File: src/bspc_pkg.sv
/*
  constants, state and pin types for the backplane serial phy pin control.
  assumes a 200 MHz core clock; imported by bspc_pin_ctrl, the link model and the bench, not by the sync files.
*/
package bspc_pkg;
  // core clock
  localparam int CLK_PERIOD_NS = 5;
  // receive prefix drops after this long without a line transition
  localparam int RX_IDLE_NS = 200;
  localparam int RX_IDLE_CYC = (RX_IDLE_NS + CLK_PERIOD_NS - 1) / CLK_PERIOD_NS;
  localparam int PRI_W = 4;
  localparam logic [PRI_W-1:0] PRI_RESET = 4'h0;
  localparam logic [3:0] CABLE_REQ_BITS = 4'h7;
  localparam logic [3:0] BACKPLANE_REQ_BITS = 4'hb;
  // codes the phy drives on the control pair
  localparam logic [1:0] CTL_IDLE = 2'h0;
  localparam logic [1:0] CTL_RECEIVE = 2'h2;
  localparam logic [1:0] CTL_GRANT = 2'h3;
  // codes the link drives on the control pair after a grant
  localparam logic [1:0] LINK_IDLE = 2'h0;
  localparam logic [1:0] LINK_TX = 2'h2;

  typedef enum logic [1:0] {ST_IDLE, ST_GRANT, ST_LINK, ST_RECV} bspc_state_e;

  typedef struct packed {
    logic oscHigh;
    logic oscLow;
    logic rateSel;
    logic lreq;
    logic rxData;
    logic rxStrobe;
    logic [1:0] ctl;
    logic [1:0] data;
    logic testDis;
    logic factTest;
    logic extPriEn;
    logic reqFmt;
    logic [PRI_W-1:0] extPri;
  } bspc_pins_s;
endpackage

File: src/bspc_sync_if.sv
/*
  carrier between the pin synchroniser and the phy control logic.
  assumes the syncer and user agree on the width W.
*/
`timescale 1ns/1ps
interface bspc_sync_if #(parameter int W = 1);
  logic [W-1:0] raw;
  logic [W-1:0] level;
  logic [W-1:0] rise;
  logic [W-1:0] fall;
  modport syncer (input raw, output level, rise, fall);
  modport user (output raw, input level, rise, fall);
endinterface

File: src/bspc_sync.sv
/*
  two-flop synchroniser bank with edge detection after the second flop.
  assumes raw inputs are asynchronous to clk; no reset, data path only.
*/
`timescale 1ns/1ps
module bspc_sync #(
  parameter int W = 1
) (
  // clock
  input wire logic clk,
  // pins in, synchronised levels and edges out
  bspc_sync_if.syncer sif
);
  logic [W-1:0] meta_q;
  logic [W-1:0] sync_q;
  logic [W-1:0] prev_q;

  always_ff @(posedge clk) begin
    meta_q <= sif.raw;
    sync_q <= meta_q;
    prev_q <= sync_q;
  end

  assign sif.level = sync_q;
  assign sif.rise = sync_q & ~prev_q;
  assign sif.fall = ~sync_q & prev_q;
endmodule

File: src/bspc_pin_ctrl.sv
/*
  pin-level control of a single-port backplane serial phy: system clocks,
  link handshake, data-strobe transmit and receive, priority and test pins.
  assumes all pins but reset, priorityWriteValid and priorityWriteValue are asynchronous to clk and the bench resolves the
  two-way link pins from linkOeN.
*/
// Functional notes
// RL1 - link raises its request pin to ask the phy for a service
// RL2 - external driver enable goes low to enable transmit data and strobe drivers
// RL3 - reset returns all internal logic to its start state; the bspc_sync synchroniser and edge flops have no reset
// RL4 - rate select high means 50 MHz, low means 100 MHz; never floating
// RL5 - phy drive indicator is low while the phy drives link control and data
// RL6 - test disable high puts arbitration clock, indicator, prefix outputs in high impedance
// RL7 - receive prefix flag goes high while an incoming packet arrives
// RL8 - system clock to link is 49.152 or 24.576 MHz, tied to transfers
// RL9 - second system clock is the same clock inverted
// RL10 - outgoing bits serialised on transmit data with data-strobe companion strobe
// RL11 - receive data and receive strobe together decode incoming bits
// RL12 - external priority enable takes priority from external pins, ignoring format select
// RL13 - otherwise format low selects 7-bit request; link writes priority
// RL14 - otherwise format high selects 11-bit request carrying priority dynamically
// RL15 - factory test input held at ground in normal operation
// RL16 - oscillator is 98.304 MHz on high-rate or 49.152 MHz on low-rate input
// RL17 - link control and data lines are two-way, driven by each side in turn
// RL18 - priority is four bits, larger value means higher priority
// RL19 - format and external priority selects change only during reset
`timescale 1ns/1ps
module bspc_pin_ctrl
  import bspc_pkg::*;
(
  // clock and reset
  input wire logic clk,
  input wire logic reset,
  // oscillator
  input wire logic oscInHighRate,
  input wire logic oscInLowRate,
  input wire logic oscillatorRateSelect,
  // link side
  output logic sysClock,
  output logic invertedSystemClock,
  input wire logic linkRequest,
  input wire logic [1:0] ctlIn,
  output logic [1:0] ctlOut,
  input wire logic [1:0] dataIn,
  output logic [1:0] dataOut,
  output logic linkOeN,
  // backplane serial side
  output logic txSerialData,
  output logic txSerialStrobe,
  output logic extDriverEnableN,
  input wire logic rxSerialData,
  input wire logic rxSerialStrobe,
  // priority and request format
  input wire logic externalPriorityEnable,
  input wire logic [PRI_W-1:0] externalPriorityValue,
  input wire logic requestFormatSelect,
  input wire logic priorityWriteValid,
  input wire logic [PRI_W-1:0] priorityWriteValue,
  output logic [PRI_W-1:0] nodePriority,
  output logic [3:0] busRequestBits,
  // test
  input wire logic testOutputDisable,
  input wire logic factoryTestInput,
  output logic arbitrationClockOut,
  output logic arbitrationClockOeN,
  output logic phyDriveIndicator,
  output logic phyDriveIndicatorOeN,
  output logic receivePrefixFlag,
  output logic receivePrefixFlagOeN
);
  localparam int PW = $bits(bspc_pins_s);

  bspc_sync_if #(.W(PW)) sif ();
  bspc_pins_s pins;
  bspc_pins_s pinsRise;
  bspc_pins_s pinsFall;

  assign sif.raw = {oscInHighRate, oscInLowRate, oscillatorRateSelect, linkRequest, rxSerialData, rxSerialStrobe,
                    ctlIn, dataIn, testOutputDisable, factoryTestInput, externalPriorityEnable,
                    requestFormatSelect, externalPriorityValue};
  assign pins = sif.level;
  assign pinsRise = sif.rise;
  assign pinsFall = sif.fall;

  bspc_sync #(.W(PW)) pinSync (
    .clk(clk),
    .sif(sif)
  );

  // ----------------------------------------
  // static configuration
  // ----------------------------------------
  logic rateLow_q;
  logic extPriEn_q;
  logic reqFmt_q;

  // caught while reset is held, frozen afterwards
  always_ff @(posedge clk) begin
    if (reset) begin
      rateLow_q <= pins.rateSel;   // see RL4
      extPriEn_q <= pins.extPriEn; // see RL19
      reqFmt_q <= pins.reqFmt;
    end
  end

  // ----------------------------------------
  // system clocks
  // ----------------------------------------
  logic sysClk_q;
  logic invSysClk_q;
  logic arbClk_q;
  logic oscTick;
  logic sysTick;

  assign oscTick = rateLow_q ? pinsRise.oscLow : pinsRise.oscHigh; // see RL16
  assign sysTick = oscTick & ~sysClk_q;

  // divide by two: 49.152 from 98.304, 24.576 from 49.152
  always_ff @(posedge clk) begin
    if (reset) begin
      sysClk_q <= 1'b0;
      invSysClk_q <= 1'b1;
    end else if (oscTick) begin
      sysClk_q <= ~sysClk_q;  // see RL8
      invSysClk_q <= sysClk_q; // see RL9
    end
  end

  // arbitration clock always at 49.152 MHz
  always_ff @(posedge clk) begin
    if (reset) begin
      arbClk_q <= 1'b0;
    end else if (rateLow_q) begin
      arbClk_q <= pins.oscLow;
    end else begin
      arbClk_q <= oscTick ? ~sysClk_q : sysClk_q;
    end
  end

  // ----------------------------------------
  // receive decode and prefix
  // ----------------------------------------
  logic rxEvt;
  logic rxHalf_q;
  logic rxFirst_q;
  logic [1:0] rxPair_q;
  logic rxPrefix_q;
  logic [$clog2(RX_IDLE_CYC+1)-1:0] rxIdle_q;

  // one line transition on either pin per bit
  assign rxEvt = pinsRise.rxData | pinsFall.rxData | pinsRise.rxStrobe | pinsFall.rxStrobe; // see RL11

  always_ff @(posedge clk) begin
    if (reset) begin
      rxHalf_q <= 1'b0;
      rxFirst_q <= 1'b0;
      rxPair_q <= 2'h0;
    end else if (rxEvt) begin
      rxHalf_q <= ~rxHalf_q;
      if (rxHalf_q) begin
        rxPair_q <= {pins.rxData, rxFirst_q};
      end else begin
        rxFirst_q <= pins.rxData;
      end
    end else if (!rxPrefix_q) begin
      rxHalf_q <= 1'b0;
    end
  end

  // a transition wins over the idle timeout
  always_ff @(posedge clk) begin
    if (reset) begin
      rxPrefix_q <= 1'b0;
      rxIdle_q <= '0;
    end else if (rxEvt) begin
      rxPrefix_q <= 1'b1; // see RL7
      rxIdle_q <= '0;
    end else if (rxPrefix_q) begin
      rxIdle_q <= rxIdle_q + 1'b1;
      if (rxIdle_q == ($clog2(RX_IDLE_CYC+1))'(RX_IDLE_CYC - 1)) begin
        rxPrefix_q <= 1'b0;
      end
    end
  end

  // ----------------------------------------
  // link port state
  // ----------------------------------------
  bspc_state_e state_q;
  logic [1:0] ctlOut_q;
  logic [1:0] dataOut_q;
  logic linkOeN_q;
  logic linkTx;

  assign linkTx = sysTick && state_q == ST_LINK && pins.ctl == LINK_TX;

  // lines turn round between phy and link
  always_ff @(posedge clk) begin
    if (reset) begin
      state_q <= ST_IDLE; // see RL3
      ctlOut_q <= CTL_IDLE;
      dataOut_q <= 2'h0;
      linkOeN_q <= 1'b0;
    end else if (sysTick) begin
      case (state_q)
        ST_IDLE: begin
          if (rxPrefix_q) begin
            state_q <= ST_RECV;
            ctlOut_q <= CTL_RECEIVE;
            dataOut_q <= rxPair_q;
          end else if (pins.lreq) begin
            state_q <= ST_GRANT; // see RL1
            ctlOut_q <= CTL_GRANT;
          end
        end
        ST_GRANT: begin
          state_q <= ST_LINK;
          ctlOut_q <= CTL_IDLE;
          linkOeN_q <= 1'b1; // see RL17
        end
        ST_LINK: begin
          if (pins.ctl == LINK_IDLE) begin
            state_q <= ST_IDLE;
            linkOeN_q <= 1'b0;
          end
        end
        ST_RECV: begin
          if (!rxPrefix_q) begin
            state_q <= ST_IDLE;
            ctlOut_q <= CTL_IDLE;
            dataOut_q <= 2'h0;
          end else begin
            dataOut_q <= rxPair_q;
          end
        end
        default: state_q <= ST_IDLE;
      endcase
    end
  end

  // ----------------------------------------
  // transmit serialiser, data-strobe encode
  // ----------------------------------------
  logic txActive_q;
  logic txPending_q;
  logic txNext_q;
  logic txData_q;
  logic txStrobe_q;
  logic txBit;
  logic txStep;
  logic extDrvEnN_q;

  assign txStep = linkTx | (oscTick & txPending_q);
  assign txBit = linkTx ? pins.data[0] : txNext_q;

  always_ff @(posedge clk) begin
    if (reset) begin
      txActive_q <= 1'b0;
      txPending_q <= 1'b0;
      txNext_q <= 1'b0;
      txData_q <= 1'b0;
      txStrobe_q <= 1'b0;
    end else begin
      if (linkTx) begin
        txActive_q <= 1'b1;
        txPending_q <= 1'b1;
        txNext_q <= pins.data[1];
      end else if (oscTick) begin
        txPending_q <= 1'b0;
        if (sysTick) begin
          txActive_q <= 1'b0;
        end
      end
      if (txStep) begin
        txData_q <= txBit; // see RL10
        txStrobe_q <= (txBit == txData_q) ? ~txStrobe_q : txStrobe_q;
      end
    end
  end

  // factory test input high keeps the backplane drivers off
  always_ff @(posedge clk) begin
    if (reset) begin
      extDrvEnN_q <= 1'b1;
    end else begin
      extDrvEnN_q <= ~(txActive_q & ~pins.factTest); // see RL2 see RL15
    end
  end

  // ----------------------------------------
  // priority and request format
  // ----------------------------------------
  logic [PRI_W-1:0] nodePri_q;
  logic [3:0] reqBits_q;
  logic [1:0] priPairs_q;

  always_ff @(posedge clk) begin
    if (reset) begin
      nodePri_q <= PRI_RESET;
      priPairs_q <= 2'h0;
    end else if (extPriEn_q) begin
      nodePri_q <= pins.extPri; // see RL12 see RL18
    end else if (!reqFmt_q) begin
      if (priorityWriteValid) begin
        nodePri_q <= priorityWriteValue; // see RL13
      end
    end else begin
      // backplane request: first two pairs carry the priority, low pair first
      if (state_q == ST_GRANT) begin
        priPairs_q <= 2'h0;
      end else if (linkTx && priPairs_q != 2'h2) begin
        priPairs_q <= priPairs_q + 2'h1;
        if (priPairs_q == 2'h0) begin
          nodePri_q[1:0] <= pins.data; // see RL14
        end else begin
          nodePri_q[3:2] <= pins.data;
        end
      end
    end
  end

  always_ff @(posedge clk) begin
    if (reset) begin
      reqBits_q <= CABLE_REQ_BITS;
    end else begin
      reqBits_q <= (!extPriEn_q && reqFmt_q) ? BACKPLANE_REQ_BITS : CABLE_REQ_BITS; // see RL13 see RL14
    end
  end

  // ----------------------------------------
  // test outputs
  // ----------------------------------------
  logic testOeN_q;

  always_ff @(posedge clk) begin
    if (reset) begin
      testOeN_q <= 1'b1;
    end else begin
      testOeN_q <= pins.testDis; // see RL6
    end
  end

  // ----------------------------------------
  // outputs
  // ----------------------------------------
  assign sysClock = sysClk_q;
  assign invertedSystemClock = invSysClk_q;
  assign ctlOut = ctlOut_q;
  assign dataOut = dataOut_q;
  assign linkOeN = linkOeN_q;
  assign txSerialData = txData_q;
  assign txSerialStrobe = txStrobe_q;
  assign extDriverEnableN = extDrvEnN_q;
  assign nodePriority = nodePri_q;
  assign busRequestBits = reqBits_q;
  assign arbitrationClockOut = arbClk_q;
  assign arbitrationClockOeN = testOeN_q;
  assign phyDriveIndicator = linkOeN_q; // see RL5
  assign phyDriveIndicatorOeN = testOeN_q;
  assign receivePrefixFlag = rxPrefix_q;
  assign receivePrefixFlagOeN = testOeN_q;

  // ----------------------------------------
  // checks
  // ----------------------------------------
  reset_start_a: assert property (@(posedge clk) $fell(reset) |-> state_q == ST_IDLE && !rxPrefix_q) // see RL3
    else $error("state not at start after reset");
  grant_req_a: assert property (@(posedge clk) disable iff (reset) // see RL1
    sysTick && state_q == ST_IDLE && !rxPrefix_q && pins.lreq |=> state_q == ST_GRANT && ctlOut_q == CTL_GRANT)
    else $error("link request not granted");
  drv_enable_a: assert property (@(posedge clk) disable iff (reset) // see RL2
    linkTx && !pins.factTest ##1 1'b1 |=> !extDriverEnableN)
    else $error("driver enable not low during transmit");
  drive_ind_a: assert property (@(posedge clk) disable iff (reset) // see RL5
    state_q != ST_LINK |-> !phyDriveIndicator)
    else $error("indicator high while phy drives");
  test_hiz_a: assert property (@(posedge clk) disable iff (reset) // see RL6
    pins.testDis |=> arbitrationClockOeN && phyDriveIndicatorOeN && receivePrefixFlagOeN)
    else $error("test outputs not released");
  prefix_set_a: assert property (@(posedge clk) disable iff (reset) // see RL7
    !reset && rxEvt |=> receivePrefixFlag [*2])
    else $error("prefix flag not raised");
  sclk_div_a: assert property (@(posedge clk) disable iff (reset) // see RL8
    !reset && oscTick |=> sysClock != $past(sysClock))
    else $error("system clock missed oscillator edge");
  sclk_inv_a: assert property (@(posedge clk) disable iff (reset) // see RL9
    ##1 invertedSystemClock == ~sysClock)
    else $error("inverted clock not complementary");
  ds_encode_a: assert property (@(posedge clk) disable iff (reset) // see RL10
    txStep |=> (txData_q ^ txStrobe_q) != $past(txData_q ^ txStrobe_q))
    else $error("data-strobe phase did not advance");
  rx_pair_a: assert property (@(posedge clk) disable iff (reset) // see RL11
    rxEvt && rxHalf_q |=> rxPair_q == {$past(pins.rxData), $past(rxFirst_q)})
    else $error("received pair wrong");
  ext_pri_a: assert property (@(posedge clk) disable iff (reset) // see RL12
    !reset && extPriEn_q |=> nodePriority == $past(pins.extPri) && busRequestBits == CABLE_REQ_BITS)
    else $error("external priority not taken");
  cable_fmt_a: assert property (@(posedge clk) disable iff (reset) // see RL13
    !extPriEn_q && !reqFmt_q && priorityWriteValid |=> nodePriority == $past(priorityWriteValue))
    else $error("priority write not taken");
  bp_fmt_a: assert property (@(posedge clk) disable iff (reset) // see RL14
    !reset && !extPriEn_q && reqFmt_q |=> busRequestBits == BACKPLANE_REQ_BITS)
    else $error("backplane request width wrong");

  grant_seen_c: cover property (@(posedge clk) disable iff (reset) state_q == ST_GRANT ##[1:40] linkTx);
  recv_seen_c: cover property (@(posedge clk) disable iff (reset) state_q == ST_RECV ##[1:200] state_q == ST_IDLE);
  test_on_c: cover property (@(posedge clk) disable iff (reset) !arbitrationClockOeN);
endmodule

File: config.mk
export PLATFORM = sky130hd
export DESIGN_NAME = bspc_pin_ctrl
export DESIGN_NICKNAME = d
export VERILOG_FILES = /design/src/bspc_pkg.sv /design/src/bspc_sync_if.sv /design/src/bspc_sync.sv /design/src/bspc_pin_ctrl.sv
export SDC_FILE = /design/constraint.sdc
export NUM_CORES = 1
export LEC_CHECK = 0
export BUFFER_PORTS_ARGS = -buffer_cell sky130_fd_sc_hd__buf_2
export CORE_UTILIZATION = 52
export DETAILED_ROUTE_END_ITERATION = 8
export PLACE_DENSITY = 0.77
export SYNTH_ARGS = -nofsm -noshare
export SYNTH_HDL_FRONTEND = slang
export SYNTH_SLANG_ARGS = --single-unit
File: constraint.sdc
create_clock -name clk -period 3.5 [get_ports clk]
set_input_delay 0.175 -clock clk [delete_from_list [all_inputs] [get_ports clk]]
set_output_delay 0.175 -clock clk [all_outputs]
set_load 0.1 [all_outputs]
==> summary.txt <==
status: finished, final reports clean
Cell Rows: 25
die area: 5428 sq um
TritonRoute pass-1 iters: 4
R2R setup slack: 0.70 ns
initial core utilization: 55.45%
most frequent cells in the layout: 76 x dfxtp_1, 46 x buf_2, 35 x nor2_1
Port Buffers: 46
final cell count without fillers: 390
htree depth: 3
Crit Reg-Reg Startpoint: rateLow_q
first-pass GRT wire length: 7.638 mm
DPL Wire Length: 2.928 mm
cell count after placement: 356
Cell Pwr Density: 570.4 nW/um^2
largest net degree at the start of global routing: 34
Iteration-0 DRC Markers: 73
Max Fclk: 0.3568 GHz
WL per Instance: 11.88 um
Clock Power Share: 35.2%
Hold Path Class: in -> reg
post-CTS setup buffers: 0
root buffer selected by CTS: clkbuf_8
switching pwr: 0.5203 mW
I/O pin count: 49
Worst setup EP type: flip-flop
# setup viols final: 0
Routed WL: 4.633 mm
Slew Limit Fails: 0
Syn-to-layout area delta: 22.76%
antenna cells: 0
leakage: 1.437 nW
DR vias/cell: 4.797
CTS tree: built
Sw Ratio: 27.81%
Synth Instances: 257
Filler Cell Count: 398
CP max FO: 14
Die H: 73.68 um
DP Worst Slack: 0.7438 ns
Overflow after GRT: 0
Yosys warnings: 0
clock buffer count from CTS: 9
Clk pin slew, worst setup/hold paths: 0.08 ns
Final ANT Viol Nets: 0
Synth cell types: 39
most common cell after layout, fill and taps aside: dfxtp_1
Pint: 1.350 mW
hold_ws: 0.2676 ns
Hold Fails Final Rpt: 0
Die W: 73.68 um
Hold Path Stages: 5
placer congestion estimate: 0.7408
Synth Register Bits: 79
share of total power in combinational logic: 12.3%
initial antenna violation count: 0
CP Data Arrival Time: 3.05 ns
skew final: 0.008655 ns
Max clock buf depth: 2
DRC: 0
Final WS setup: 0.6976 ns
Hold Path Sink: nodePriority[0]
Total Routing Usage GR: 19.49%
Worst-Margin Slew: 0.6187 ns
sequential share of the synthesized area: 60.33%
RR Endpoint: txSerialStrobe
clock latency on the worst-skew pair: 0.35 ns
DR vias: 1871
RSZ-0062 raised after global routing: false
Post-Route Setup TNS: 0 ns
Setup CP Type: reg -> reg
Layout Nets: 347
sequential share of power: 52.5%
Tmin final: 2.802 ns
vias in the first global route: 1767
Max rail drop VDD: 0.3728 mV
reg2reg path depth: 9
worst hold start: priorityWriteValue[0]
WP data required: 3.74 ns
CP startpoint kind: flip-flop
layout cell share with drive strength beyond 1: 20.12%
Syn Std Cell Area: 2671 sq um
syn avg cell area: 10.39 sq um
Core Box Area: 4817 sq um
Max-cap violations: 0
CTS sink cnt: 79
final cycle utilization of the critical path: 80.07%
Slew Limit Headroom: 58.69%
-- worst max-delay path by stage --
| stage | to | slack (ns) | startpoint |
|---|---|---|---|
| 6_report | txSerialStrobe | 0.70 | rateLow_q |
| 5_1_grt | txSerialStrobe | 0.43 | rateLow_q |
| 3_5_place_dp | txSerialStrobe | 0.74 | rateLow_q |
| 4_1_cts | txSerialStrobe | 0.70 | rateLow_q |
| 2_1_floorplan | txSerialStrobe | 1.06 | sysClock |
| 3_3_place_gp | txSerialStrobe | 0.86 | rateLow_q |
-- cell usage after synthesis, drive strengths merged --
library cell  number  share of area, %
mux2               1              0.42
or3                1              0.23
clkbuf             8               1.1
or2                2              0.47
a311oi             1              0.56
mux2i             14               5.2
edfxtp             3               3.4
xnor2              1              0.33
xor2               6               2.0
ha                 4               1.9
buf                7               2.0
nor3b              1              0.28
o41ai              2               1.4
o21a               2              0.56
a31oi              1              0.23
nand4              4              0.94
nor4               1              0.23
o21ai             14               2.6
nand2             18               2.5
nor2              35               4.9
and3b              1              0.33
nand2b             3              0.70
nor3               7               1.3
o31a               1              0.33
nand4bb            1               1.0
dfxtp             76                57
and3               2              0.47
a22oi              2              0.56
nor2b              5               1.2
nand3              2              0.37
a211oi             2              0.56
o211ai             1              0.28
a21oi             15               2.8
conb               1              0.14
inv               12               1.7
-- through the flow --
stage	utilization [%]	power (mW)	instance area, sq um
after floorplan	-	1.178	2675
after global placement	60.31	1.213	2905
after detailed placement	60.31	1.218	2905
after CTS	68.08	1.892	3279
after global routing	68.08	1.950	3279
final	68.08	1.871	3279
-- registers in the layout, summed over array words and instances (netlist names), 2 cells and up --
| signal | count |
|---|---|
| pinSync.sif.level | 18 |
| pinSync.meta_q | 18 |
| dataOut | 2 |
| nodePriority | 4 |
| ctlOut | 2 |
| pinSync.prev_q | 4 |
| busRequestBits | 2 |
| priPairs_q | 2 |
| state_q | 2 |
| rxPair_q | 2 |
| rxIdle_q | 6 |
-- cells by family (layout without fill, tap and decap cells) --
| family | Yosys count | after routing | synth area share, % |
|---|---|---|---|
| flops | 79 | 79 | 60.33 |
| mux | 15 | 15 | 5.667 |
| compound gates | 41 | 41 | 9.883 |
| buf+inv | 27 | 92 | 4.824 |
| simple gates | 83 | 83 | 14.99 |
| fa+ha+maj | 4 | 4 | 1.874 |
| other cells | 1 | 2 | 0.1404 |
| xor+xnor | 7 | 7 | 2.295 |
-- power groups by stage --
stage	Combinational (mW)	Sequential (mW)	Clock, mW
CTS	0.231	0.983	0.679
global route	0.247	0.989	0.715
floorplan	0.102	1.08	0
global placement	0.212	1.00	0
detailed placement	0.215	1.00	0
finish	0.230	0.982	0.658
-- critical path, cell delays in order (launching register included) --
cell and delay, ns:
edfxtp_1 0.43, nor3b_1 0.34, nor2_1 0.13, inv_1 0.08, ha_1 0.48, nand4bb_4 0.17, or2_1 0.40, a311oi_2 0.29
a31oi_1 0.07, mux2_1 0.31
-- cell type report --
type                    instances  area (sq um)  area share [%]
clock buffers                  10         127.6           3.892
clock inverters                 6         66.31           2.022
inverters                      12         45.04           1.374
multi-input cells             152         934.6           28.50
flip-flops and latches         79          1612           49.14
well taps                      67         83.83           2.556
repair buffers                 64         410.4           12.51
-- metal layers --
layer  part of all wire (%)  wire length, um  vias to the layer above  track usage, %
met5                      0                0                        -               0
met4                    1.8               83                        0           11.32
met3                    4.9              226                        9           7.270
met2                     50             2295                       47           33.33
met1                     44             2026                      837           20.44
li1                       -                -                      978               -
-- timing repair --
item / in CTS / in global routing
gates resized for setup: 0 / 0
hold buffers: 18 / 0
hold endpoints to repair: 18 / 0
No activity file was read; power rests on OpenSTA's default activity.
